**src/cal_err_pkg.sv**
```systemverilog
package cal_err_pkg;
  // ==========================================
  // register map (byte addresses)
  localparam logic [7:0] ctrl_off = 8'h00;
  localparam logic [7:0] status_off = 8'h04;
  localparam logic [7:0] err_off = 8'h08;
  localparam logic [7:0] irq_stat_off = 8'h0c;
  localparam logic [7:0] irq_mask_off = 8'h10;
  localparam logic [7:0] host_err_off = 8'h14;
  // ==========================================
  // field positions
  localparam int ctrl_quad_bit = 0;
  localparam int ctrl_start_bit = 1;
  localparam int stat_busy_bit = 0;
  localparam int stat_done_bit = 1;
  localparam int stat_err_bit = 2;
  localparam int err_stage_lsb = 0;
  localparam int err_code_lsb = 8;
  localparam int err_detail1_lsb = 16;
  localparam int err_detail0_lsb = 24;
  localparam int irq_done_bit = 0;
  localparam int irq_err_bit = 1;
  // ==========================================
  // values
  localparam logic [7:0] buf_err_code = 8'h01;
  localparam logic [7:0] stages_per_rank = 8'h06;
  localparam logic [7:0] dual_last_stage = 8'h0c;
  localparam logic [7:0] quad_last_stage = 8'h18;
  localparam logic [31:0] ctrl_reset = 32'h0000_0000;
  localparam logic [1:0] irq_mask_reset = 2'h0;
  localparam logic [31:0] unmapped_rdata = 32'h0000_0000;
  typedef enum logic [2:0]
  {
    st_rep,
    st_rd_cycle,
    st_rd_center,
    st_wl,
    st_wd_cycle,
    st_wd_center
  } buf_step_t;
endpackage : cal_err_pkg

```
**src/stage_numberer.sv**
```systemverilog
`timescale 1ns/1ps
module stage_numberer
(
  input wire logic [1:0] rank, // rank under training
  input wire logic [2:0] step, // step within rank
  output logic [7:0] stage // 1-based stage number
);
  import cal_err_pkg::*;
  // rank-major, six steps per rank
  assign stage = 8'(rank) * stages_per_rank + 8'(step) + 8'h01;
endmodule : stage_numberer

```
**src/apb_decoder.sv**
```systemverilog
`timescale 1ns/1ps
module apb_decoder
(
  input wire logic [7:0] paddr, // byte address
  output logic sel_ctrl, // control register hit
  output logic sel_status, // status hit
  output logic sel_err, // error hit
  output logic sel_istat, // irq status hit
  output logic sel_imask, // irq mask hit
  output logic sel_herr, // host error hit
  output logic unmapped // no register
);
  import cal_err_pkg::*;
  assign sel_ctrl = (paddr == ctrl_off);
  assign sel_status = (paddr == status_off);
  assign sel_err = (paddr == err_off);
  assign sel_istat = (paddr == irq_stat_off);
  assign sel_imask = (paddr == irq_mask_off);
  assign sel_herr = (paddr == host_err_off);
  assign unmapped = !(sel_ctrl || sel_status || sel_err || sel_istat || sel_imask || sel_herr);
endmodule : apb_decoder

```
**src/buf_cal_err.sv**
```systemverilog
// Added by the designer: the placing of the registers and the APB interface to the registers.
`timescale 1ns/1ps
module buf_cal_err
(
  input wire logic clk, // 50 MHz clock
  input wire logic resetn, // async reset, active low
  input wire logic psel, // apb select
  input wire logic penable, // apb enable
  input wire logic pwrite, // apb direction
  input wire logic [7:0] paddr, // apb address
  input wire logic [31:0] pwdata, // apb write data
  output logic [31:0] prdata, // apb read data
  output logic pready, // apb ready
  output logic pslverr, // apb error
  input wire logic step_valid, // training step result valid
  input wire logic step_edge_found, // edge seen in sweep
  input wire logic step_lat_match, // pattern matched at some latency
  input wire logic step_win_ok, // valid window wide enough
  input wire logic [4:0] step_nibble, // nibble that was trained
  input wire logic host_fail, // host stage failure
  input wire logic [7:0] host_stage, // host stage offset in sequence
  output logic [1:0] cur_rank, // rank being trained
  output logic [2:0] cur_step, // step being trained
  output logic cal_busy, // training in progress
  output logic cal_done, // all stages passed
  output logic cal_error, // a stage failed
  output logic irq // level interrupt
);
  import cal_err_pkg::*;

  // ==========================================
  // register decode
  logic sel_ctrl, sel_status, sel_err, sel_istat, sel_imask, sel_herr, unmapped;
  apb_decoder u_dec
  (
    .paddr(paddr),
    .sel_ctrl(sel_ctrl),
    .sel_status(sel_status),
    .sel_err(sel_err),
    .sel_istat(sel_istat),
    .sel_imask(sel_imask),
    .sel_herr(sel_herr),
    .unmapped(unmapped)
  );
  wire access = psel && penable;
  wire wr = access && pwrite;
  wire rd = access && !pwrite;

  // ==========================================
  // state
  typedef enum logic [1:0] {s_idle, s_run, s_done, s_fail} cal_state_t;
  cal_state_t state_r;
  logic quad_r;
  logic [7:0] err_stage_r;
  logic [7:0] err_code_r;
  logic [4:0] err_nibble_r;
  logic [7:0] host_err_stage_r;
  logic [1:0] istat_r;
  logic [1:0] imask_r;

  wire start = wr && sel_ctrl && pwdata[ctrl_start_bit] && (state_r == s_idle);
  wire running = (state_r == s_run);
  wire [1:0] last_rank = quad_r ? 2'h3 : 2'h1;

  logic [7:0] stage_num;
  stage_numberer u_num
  (
    .rank(cur_rank),
    .step(cur_step),
    .stage(stage_num)
  );

  // ==========================================
  // per-step failure checks
  logic step_fail;
  assign step_fail = (cur_step == 3'(st_rep)) ? !step_edge_found :
                     (cur_step == 3'(st_rd_cycle)) ? !step_lat_match :
                     (cur_step == 3'(st_rd_center)) ? !step_win_ok :
                     (cur_step == 3'(st_wl)) ? !step_edge_found :
                     (cur_step == 3'(st_wd_cycle)) ? !step_lat_match :
                     !step_win_ok;
  wire buf_fail = running && step_valid && step_fail;
  wire hst_fail = running && host_fail;
  wire any_fail = buf_fail || hst_fail;
  wire last_step = (cur_step == 3'(st_wd_center)) && (cur_rank == last_rank);
  wire pass_all = running && step_valid && !step_fail && last_step && !host_fail;
  wire [7:0] host_num = host_stage + (quad_r ? quad_last_stage : dual_last_stage);

  // ==========================================
  // sequencer
  always_ff @(posedge clk or negedge resetn)
  begin
    if (!resetn)
    begin
      state_r <= s_idle;
      cur_rank <= 2'h0;
      cur_step <= 3'h0;
    end
    else if (start)
    begin
      state_r <= s_run;
      cur_rank <= 2'h0;
      cur_step <= 3'h0;
    end
    else if (any_fail)
      state_r <= s_fail;
    else if (pass_all)
      state_r <= s_done;
    else if (running && step_valid)
    begin
      if (cur_step == 3'(st_wd_center))
      begin
        cur_step <= 3'h0;
        cur_rank <= cur_rank + 2'h1;
      end
      else
        cur_step <= cur_step + 3'h1;
    end
  end

  // ==========================================
  // error capture, held until reset
  always_ff @(posedge clk or negedge resetn)
  begin
    if (!resetn)
    begin
      err_stage_r <= 8'h00;
      err_code_r <= 8'h00;
      err_nibble_r <= 5'h00;
      host_err_stage_r <= 8'h00;
    end
    else if (buf_fail)
    begin
      err_stage_r <= stage_num;
      err_code_r <= buf_err_code;
      err_nibble_r <= step_nibble;
    end
    else if (hst_fail)
      host_err_stage_r <= host_num;
  end

  // ==========================================
  // control, interrupts
  wire [1:0] ev = {any_fail, pass_all};
  wire clr_istat = rd && sel_istat;
  // clear only the bits the read returned, so a late event survives
  wire [1:0] istat_clr = clr_istat ? prdata[1:0] : 2'h0;
  wire [1:0] istat_nxt = (istat_r & ~istat_clr) | ev;
  wire [1:0] imask_nxt = (wr && sel_imask) ? pwdata[1:0] : imask_r;
  always_ff @(posedge clk or negedge resetn)
  begin
    if (!resetn)
    begin
      quad_r <= ctrl_reset[ctrl_quad_bit];
      imask_r <= irq_mask_reset;
      istat_r <= 2'h0;
      irq <= 1'b0;
    end
    else
    begin
      if (wr && sel_ctrl && state_r == s_idle)
        quad_r <= pwdata[ctrl_quad_bit];
      imask_r <= imask_nxt;
      istat_r <= istat_nxt;
      irq <= |(istat_nxt & imask_nxt);
    end
  end

  // ==========================================
  // status outputs
  always_ff @(posedge clk or negedge resetn)
  begin
    if (!resetn)
    begin
      cal_busy <= 1'b0;
      cal_done <= 1'b0;
      cal_error <= 1'b0;
    end
    else
    begin
      cal_busy <= (state_r == s_run && !any_fail && !pass_all) || start;
      cal_done <= (state_r == s_done) || pass_all;
      cal_error <= (state_r == s_fail) || any_fail;
    end
  end

  // ==========================================
  // apb read data, zero-wait answer
  wire [31:0] err_word = {8'h00, 3'h0, err_nibble_r, err_code_r, err_stage_r};
  wire [31:0] stat_word = {29'h0, state_r == s_fail, state_r == s_done, state_r == s_run};
  wire [31:0] ctrl_word = {31'h0, quad_r};
  wire [31:0] rmux = sel_ctrl ? ctrl_word :
                     sel_status ? stat_word :
                     sel_err ? err_word :
                     sel_istat ? {30'h0, istat_r} :
                     sel_imask ? {30'h0, imask_r} :
                     sel_herr ? {24'h0, host_err_stage_r} :
                     unmapped_rdata;
  always_ff @(posedge clk or negedge resetn)
  begin
    if (!resetn)
    begin
      prdata <= 32'h0;
      pready <= 1'b0;
      pslverr <= 1'b0;
    end
    else
    begin
      pready <= psel && !penable;
      pslverr <= psel && !penable && unmapped;
      prdata <= (psel && !penable && !pwrite) ? rmux : 32'h0;
    end
  end
endmodule : buf_cal_err

```
**config.mk**
```make
export PLATFORM = sky130hd
export DESIGN_NAME = buf_cal_err
export DESIGN_NICKNAME = d
export VERILOG_FILES = /design/src/cal_err_pkg.sv /design/src/stage_numberer.sv /design/src/apb_decoder.sv /design/src/buf_cal_err.sv
export SDC_FILE = /design/constraint.sdc
export NUM_CORES = 1
export LEC_CHECK = 0
export ABC_AREA = 1
export BUFFER_PORTS_ARGS = -buffer_cell sky130_fd_sc_hd__buf_2
export CORE_MARGIN = 1
export CORE_UTILIZATION = 35
export CTS_CLUSTER_SIZE = 10
export DETAILED_ROUTE_END_ITERATION = 12
export PLACE_DENSITY_LB_ADDON = 0.3
export SLEW_MARGIN = 20
export SYNTH_ARGS = -nofsm -noshare
export SYNTH_HDL_FRONTEND = slang
export SYNTH_SLANG_ARGS = --single-unit
```
**constraint.sdc**
```tcl
create_clock -name clk -period 2.3 [get_ports clk]
set_input_delay 0.115 -clock clk [delete_from_list [all_inputs] [get_ports clk]]
set_output_delay 0.115 -clock clk [all_outputs]
set_load 0.1 [all_outputs]
```
==> flow_metrics.env, run 1 <==
export IMPL_netlist_instances=358
export IMPL_routed_via_count=2415
export IMPL_synth_seq_area_share_pct=45.7
export IMPL_timing_critical_path_mode_cell="nand2_1"
export IMPL_layout_setup_ws_ns=0.162
export IMPL_synth_lib_cells_used_distinct=36
export IMPL_power_density_nw_per_um2=567
export IMPL_setup_total_negative_slack_ns=0
export IMPL_critical_path_cell_chain="inv_1 > ha_1 > fa_1 > or2_2 > nand2_1 > nor2_1 > nand2_1 > xor2_1 > o21ai_0"
export IMPL_period_share_pct=92.9
export IMPL_synth_top_area_share_pct=45.7
export IMPL_initial_core_util_pct=36.8
export IMPL_result_of_the_run="completed"
export IMPL_cts_path_max_buffers=2
export IMPL_worst_hold_path_type="in2reg"
export IMPL_floorplan_die_area_um2=8660
export IMPL_dominantRegCellSynth="dfrtp_1"
export IMPL_timing_hold_violations_final=0
export IMPL_timing_final_crit_period_ns=2.14
export IMPL_critical_path_class="reg2reg"
export IMPL_coreArea_um2=7890
export IMPL_detail_route_wirelength_mm=6.29
export IMPL_worst_ir_drop_vdd_mv=0.259
export IMPL_row_count=32
export IMPL_netlist_area_um2=2900
export IMPL_postSynthRegisterBits=53
export IMPL_grt_antenna_before_repair=0
export IMPL_grt_start_max_net_pins=26
export IMPL_grt_first_pass_wirelength_mm=10.7
export IMPL_first_global_vias=2365
export IMPL_rsz0062_at_grt="true"
export IMPL_preCtsSetupSlack_ns=0.161
export IMPL_slowest_stage="dfrtp_4"
export IMPL_drtPass1Iterations=4
export IMPL_io_buffer_count=57
export IMPL_syn2layout_area_growth_pct=16.7
export IMPL_antenna_cells_inserted=0
export IMPL_final_skew_ns=0.00288
export IMPL_final_worst_hold_slack_ns=0.0151
export IMPL_ctsRootBufferMaster="clkbuf_8"
export IMPL_post_layout_nonfiller_instances=524
export IMPL_grt_remaining_overflow=0
export IMPL_yosys_top_cells_area="dfrtp_1 (46%), nand2_1 (12%), inv_1 (7.2%), buf_4 (5.2%), ha_1 (3.9%)"
export IMPL_worst_path_largest_cell_delay_ns=0.51
export IMPL_cts_setup_buffers=0
export IMPL_detail_route_wl_per_cell_um=12.0
export IMPL_cp_required_ns=2.49
export IMPL_postSynthAreaPerCell_um2=8.11
export IMPL_drive_gt1_share_pct=21.1
export IMPL_synthArstFlopShare_pct=100
export IMPL_worst_slew_pin_slew_ns=0.595
export IMPL_worst_endpoint_arrival_ns=2.32
export IMPL_clock_tree_htree_level_count=2
export IMPL_detail_route_antenna_nets=0
export IMPL_number_of_vias_per_cell=4.61
export IMPL_cts_made_buffers=5
export IMPL_die_height_um=93.1
export IMPL_floorplan_io_pins=106
export IMPL_globalRouteTotalUtil_pct=15.7
export IMPL_timing_max_slew_rel_slack_pct=60.3
export IMPL_tritoncts="built"
export IMPL_max_cap_violations=0
export IMPL_power_static_leakage_nw=1.88
export IMPL_final_net_count=494
export IMPL_place_inst=514
export IMPL_cts_num_sinks=53
export IMPL_clock_insertion_delay_worst_skew_ns=0.30
export IMPL_gp_congestion=0.811
export IMPL_worst_path_max_fanout=5
export IMPL_crit_path_end_kind="flop"
export IMPL_synth_warning_count=0
export IMPL_setup_violations_final=0
export IMPL_dpl_hpwl_mm=4.86
export IMPL_drtIter0Drc=93
export IMPL_achievable_frequency_ghz=0.468
export IMPL_drt_drc_violations_left=0
export IMPL_layout_core_utilization_pct=42.9
export IMPL_crit_path_start_kind="flop"
export IMPL_synth_largest_area_cell="dfrtp_1"
export IMPL_post_cts_resize_count=0
export IMPL_horiz_die_dim_um=93.1
export IMPL_clk_pin_slew_worst_paths_ns=0.09
export IMPL_synth_enable_flop_cells=0
export IMPL_maxSlewViolCount=0
-- what timing repair did --
item                                    4_1_cts  5_1_grt
endpoints found under the hold margin        24        0
hold buffers                                  2        0
endpoints found under the setup margin        0        2
-- power by group --
part	switching (W)	leakage [nW]	internal [W]	total, W
clock	0.000309	0.0681	0.000432	0.000742
combinational	0.000204	1.13	0.0000399	0.000244
sequential	0.000000824	0.684	0.000933	0.000934
total	0.000515	1.88	0.00141	0.00192
-- sequential cells by signal, indices dropped and copies added (netlist names), 2 cells and up --
name	cells
state_r	2
err_stage_r	7
prdata	14
istat_r	2
err_nibble_r	5
imask_r	2
cur_rank	2
cur_step	3
host_err_stage_r	8
-- Yosys cell counts (2+ instances only) --
| cell | number |
|---|---|
| a21oi_1 | 10 |
| a22o_1 | 2 |
| a31oi_1 | 2 |
| buf_4 | 20 |
| buf_6 | 2 |
| dfrtp_1 | 53 |
| ha_1 | 9 |
| inv_1 | 56 |
| inv_2 | 2 |
| nand2_1 | 91 |
| nand2_2 | 2 |
| nand3_1 | 17 |
| nand4_1 | 4 |
| nor2_1 | 23 |
| nor2_2 | 3 |
| nor3_1 | 8 |
| o21ai_0 | 18 |
| o21ai_1 | 10 |
| o21ai_2 | 3 |
| xnor2_1 | 2 |
| xor2_1 | 6 |
-- final cells by class --
class | instances | area, um2
inverter | 58 | 218
clock buffer | 5 | 68.8
timing repair buffer | 62 | 328
sequential | 53 | 1330
multi-input combinational | 241 | 1250
fill | 804 | 4500
clock inverter | 3 | 65.1
tap | 102 | 128
-- worst max-delay path: cells and delay by family, from the launching register on --
family,cells,cell delay (ns)
xor+xnor,1,0.12
flops,1,0.51
buf+inv,1,0.10
compound gates,1,0.08
simple gates,4,0.55
fa+ha+maj,2,0.68
-- cell usage in the layout (no fill, tap or decap), drive strengths merged, types with 2 or more instances in the layout --
| cell type | netlist | final |
|---|---|---|
| bufinv | 0 | 2 |
| nor2 | 27 | 27 |
| o21ai | 31 | 31 |
| buf | 22 | 60 |
| a22o | 2 | 2 |
| clkbuf | 1 | 5 |
| nand2 | 94 | 94 |
| dfrtp | 53 | 53 |
| a31oi | 2 | 2 |
| xnor2 | 2 | 2 |
| xor2 | 6 | 6 |
| nand3 | 19 | 19 |
| nor3 | 9 | 9 |
| conb | 1 | 18 |
| nand4 | 4 | 4 |
| dlygate4sd3 | 0 | 2 |
| inv | 58 | 58 |
| ha | 9 | 9 |
| a21oi | 10 | 10 |
-- final timing paths --
check	start	endpoint	slack (ns)	depth (start not counted)
max	cur_rank[0]	err_stage_r[4]	0.16	9
min	step_nibble[1]	err_nibble_r[1]	0.02	3
max reg2reg	cur_rank[0]	err_stage_r[4]	0.16	9
min reg2reg	err_stage_r[6]	err_stage_r[6]	0.47	2
max in group asynchronous	resetn	host_err_stage_r[3]	1.32	3
min in group asynchronous	resetn	prdata[5]	0.34	2
-- cells by family after synthesis --
| family | synth area share, % |
|---|---|
| fa+ha+maj | 4.57 |
| compound gates | 9.66 |
| mux | 0.388 |
| buf+inv | 13.6 |
| flops | 45.7 |
| simple gates | 23.6 |
| other cells | 0.129 |
| xor+xnor | 2.41 |
-- per-layer routing --
metal	track usage [%]	wire length [um]	vias up	share of wire (%)
met5	0	0	-	0
met4	4.49	86	0	1.4
met3	3.33	333	9	5.3
met2	25.7	2830	66	45
met1	20.9	3050	1121	48
li1	-	-	1219	-
-- stage by stage --
step	total power (W)	area, um2
detailed placement	0.00120	3230
finish	0.00192	3390
global route	0.00198	3390
global placement	0.00119	3230
CTS	0.00194	3390
floorplan	0.00115	2970
(Power assumes the default switching activity.)
==> run 2, diff against run 1 <==
--- a/config.mk
+++ b/config.mk
@@ -12,7 +12,8 @@
 export CTS_CLUSTER_SIZE = 10
 export DETAILED_ROUTE_END_ITERATION = 12
 export PLACE_DENSITY_LB_ADDON = 0.3
-export SLEW_MARGIN = 20
+export SLEW_MARGIN = 15
 export SYNTH_ARGS = -nofsm -noshare
 export SYNTH_HDL_FRONTEND = slang
+export SYNTH_HIERARCHICAL = 1
 export SYNTH_SLANG_ARGS = --single-unit
==> run 2 against run 1 <==
- first-iteration DRC count increased by 24%
- highest routed layer unchanged
- register-to-register slack gained 0.18 ns
- cell count rose by 7.6%
- clock power down 24%
- synthesized cell count up 7.5%
- clock skew up 0.0082 ns
- final area up 8.2%
- count of clock-buffer cells in the layout unchanged
- global-route usage fell by 0.96 points
- critical path depth up 4
==> flow_metrics.env, run 2 <==
export IMPL_max_cap_violations=0
export IMPL_io_buffer_count=57
export IMPL_layout_core_utilization_pct=41.8
export IMPL_yosys_top_cells_area="dfrtp_1 (42%), nand2_1 (11%), inv_1 (6.4%), buf_4 (4.7%), o21ai_2 (4.1%)"
export IMPL_coreArea_um2=8760
export IMPL_worst_hold_path_type="in2reg"
export IMPL_dpl_hpwl_mm=4.95
export IMPL_layout_cells_most_common_list="nand2_1 (90), buf_2 (57), inv_1 (54)"
export IMPL_worst_path_buf_inv=2
export IMPL_final_net_count=527
export IMPL_worst_endpoint_arrival_ns=2.21
export IMPL_power_static_leakage_nw=2.00
export IMPL_cts_path_max_buffers=2
export IMPL_drtPass1Iterations=4
export IMPL_synthArstFlopShare_pct=100
export IMPL_horiz_die_dim_um=97.4
export IMPL_floorplan_io_pins=106
export IMPL_result_of_the_run="completed"
export IMPL_netlist_area_um2=3190
export IMPL_maxSlewViolCount=0
export IMPL_achievable_frequency_ghz=0.511
export IMPL_postSynthAreaPerCell_um2=8.28
export IMPL_timing_critical_path_mode_cell="nand2_1"
export IMPL_tritoncts="built"
export IMPL_setup_total_negative_slack_ns=0
export IMPL_synth_top_cells_by_count="nand2_1 (90), dfrtp_1 (54), inv_1 (54), nor2_1 (26), nand3_1 (21)"
export IMPL_clk_pin_slew_worst_paths_ns=0.11
export IMPL_initial_core_util_pct=36.4
export IMPL_period_share_pct=85.1
export IMPL_drtIter0Drc=115
export IMPL_grt_antenna_before_repair=0
export IMPL_synth_enable_flop_cells=0
export IMPL_worst_path_largest_cell_delay_ns=0.50
export IMPL_die_height_um=97.4
export IMPL_largest_registers="prdata (14), err_stage_r (8), host_err_stage_r (8)"
export IMPL_crit_path_start_kind="flop"
export IMPL_setup_violations_final=0
export IMPL_cts_num_sinks=54
export IMPL_detail_route_wirelength_mm=6.55
export IMPL_floorplan_die_area_um2=9490
export IMPL_yosysMostFrequentCell="nand2_1"
export IMPL_clock_tree_htree_level_count=2
export IMPL_largest_register="prdata"
export IMPL_power_density_nw_per_um2=484
export IMPL_drive_gt1_share_pct=28.9
export IMPL_cts_setup_buffers=0
export IMPL_slowest_stage="dfrtp_1"
export IMPL_first_global_vias=2491
export IMPL_synth_top_area_share_pct=42.4
export IMPL_synth_seq_area_share_pct=42.4
export IMPL_crit_path_end_kind="flop"
export IMPL_final_skew_ns=0.0111
export IMPL_mostFrequentLayoutCell="nand2_1"
export IMPL_timing_final_crit_period_ns=1.96
export IMPL_clock_insertion_delay_worst_skew_ns=0.32
export IMPL_postSynthRegisterBits=54
export IMPL_cp_required_ns=2.55
export IMPL_critical_path_cell_chain="nand2_1 > inv_1 > ha_1 > a21oi_2 > nand2_1 > nand2_1 > nand2_1 > nand2_2 > nand3_4 > nand2_4 > buf_4 > nand2_2 > o21ai_2"
export IMPL_grt_first_pass_wirelength_mm=11.5
export IMPL_worst_path_max_fanout=9
export IMPL_row_count=34
export IMPL_fill_cell_count=899
export IMPL_grt_remaining_overflow=0
export IMPL_cts_made_buffers=5
export IMPL_synth_warning_count=6
export IMPL_layout_setup_ws_ns=0.342
export IMPL_worst_ir_drop_vdd_mv=0.248
export IMPL_synth_lib_cells_used_distinct=40
export IMPL_drt_drc_violations_left=0
export IMPL_ctsRootBufferMaster="clkbuf_8"
export IMPL_timing_hold_violations_final=0
export IMPL_gp_congestion=0.853
export IMPL_setup_reg_to_reg_worst_slack_ns=0.34
export IMPL_syn2layout_area_growth_pct=15.0
export IMPL_routed_via_count=2563
export IMPL_dominantRegCellSynth="dfrtp_1"
export IMPL_post_layout_nonfiller_instances=564
export IMPL_cp_top_family="simple AND/OR/NAND/NOR gates"
export IMPL_detail_route_antenna_nets=0
export IMPL_detail_route_wl_per_cell_um=11.6
export IMPL_antenna_cells_inserted=0
export IMPL_critical_path_class="reg2reg"
export IMPL_place_inst=549
export IMPL_preCtsSetupSlack_ns=0.244
export IMPL_rsz0062_at_grt="false"
export IMPL_max_ffs_per_register=14
export IMPL_number_of_vias_per_cell=4.54
export IMPL_globalRouteTotalUtil_pct=14.8
export IMPL_netlist_instances=385
export IMPL_grt_start_max_net_pins=36
export IMPL_synth_largest_area_cell="dfrtp_1"
==> run 2: changes by cell type after synthesis, sizes merged, moves of 5 or more <==
| cell | previous run | this run |
|---|---|---|
| nand2 | 94 | 112 |
| nand3 | 19 | 24 |
| o21ai | 31 | 26 |
| o22ai | 0 | 5 |
| xor2 | 6 | 1 |
==> run 2: final cells by class <==
type | count | area (um2) | area share (%)
tap | 108 | 135 | 3.69
clock buffer | 5 | 68.8 | 1.88
inverter | 62 | 238 | 6.48
multi-input combinational | 262 | 1440 | 39.3
clock inverter | 3 | 28.8 | 0.785
sequential | 54 | 1350 | 36.9
timing repair buffer | 70 | 400 | 10.9
==> run 2: path summary, 6_finish.rpt <==
check,cells past startpoint,from,to
worst max-delay path,13,cur_step[1],host_err_stage_r[6]
worst min-delay path,3,step_nibble[0],err_nibble_r[0]
min in group asynchronous,2,resetn,err_nibble_r[2]
worst min register to register,2,err_code_r[0],err_code_r[0]
worst max register to register,13,cur_step[1],host_err_stage_r[6]
max in group asynchronous,3,resetn,cur_step[2]
==> run 2: power breakdown <==
part | switching [W] | internal, W | total [W] | leakage, nW
Combinational | 0.000208 | 0.0000460 | 0.000254 | 1.28
Clock | 0.000341 | 0.000226 | 0.000567 | 0.0502
Sequential | 0.000000706 | 0.000951 | 0.000952 | 0.666
Total | 0.000550 | 0.00122 | 0.00177 | 2.00
==> run 2: logic make-up after synthesis <==
family,synth area share [%]
compound gates,10.0
other cells,0.236
fa+ha+maj,3.77
buf+inv,14.5
simple gates,27.0
flops,42.4
mux,0.353
xor+xnor,1.65
==> run 2: layer usage <==
metal	wire, um	GRT usage [%]	vias to the layer above
met2	3000	23.1	55
met1	3220	21.0	1204
li1	-	-	1300
met5	0	0	-
met3	253	2.30	4
met4	70	4.41	0
==> run 2: worst reg2reg max path: cells and delay by family, from the launching register on <==
family	cells	cell delay (ns)
buffers and inverters	2	0.22
AOI/OAI and AO/OA	2	0.18
DFF	1	0.50
adders and majority gates	1	0.20
and+or+nand+nor	8	0.81
==> run 2: per-stage QoR <==
| stage | hold slack, ns | instance area [um2] | power, W |
|---|---|---|---|
| after detailed placement | 0.0959 | 3500 | 0.00122 |
| final | 0.00468 | 3670 | 0.00177 |
| after global routing | 0.00561 | 3670 | 0.00186 |
| after global placement | 0.0877 | 3500 | 0.00121 |
| after floorplan | -0.181 | 3260 | 0.00118 |
| after CTS | 0.00159 | 3670 | 0.00180 |
==> run 2: what timing repair did <==
item                       4_1_cts  5_1_grt
resized for setup                0        0
hold buffers                     7        0
setup endpoints to repair        0        0
hold endpoints to repair        26        0
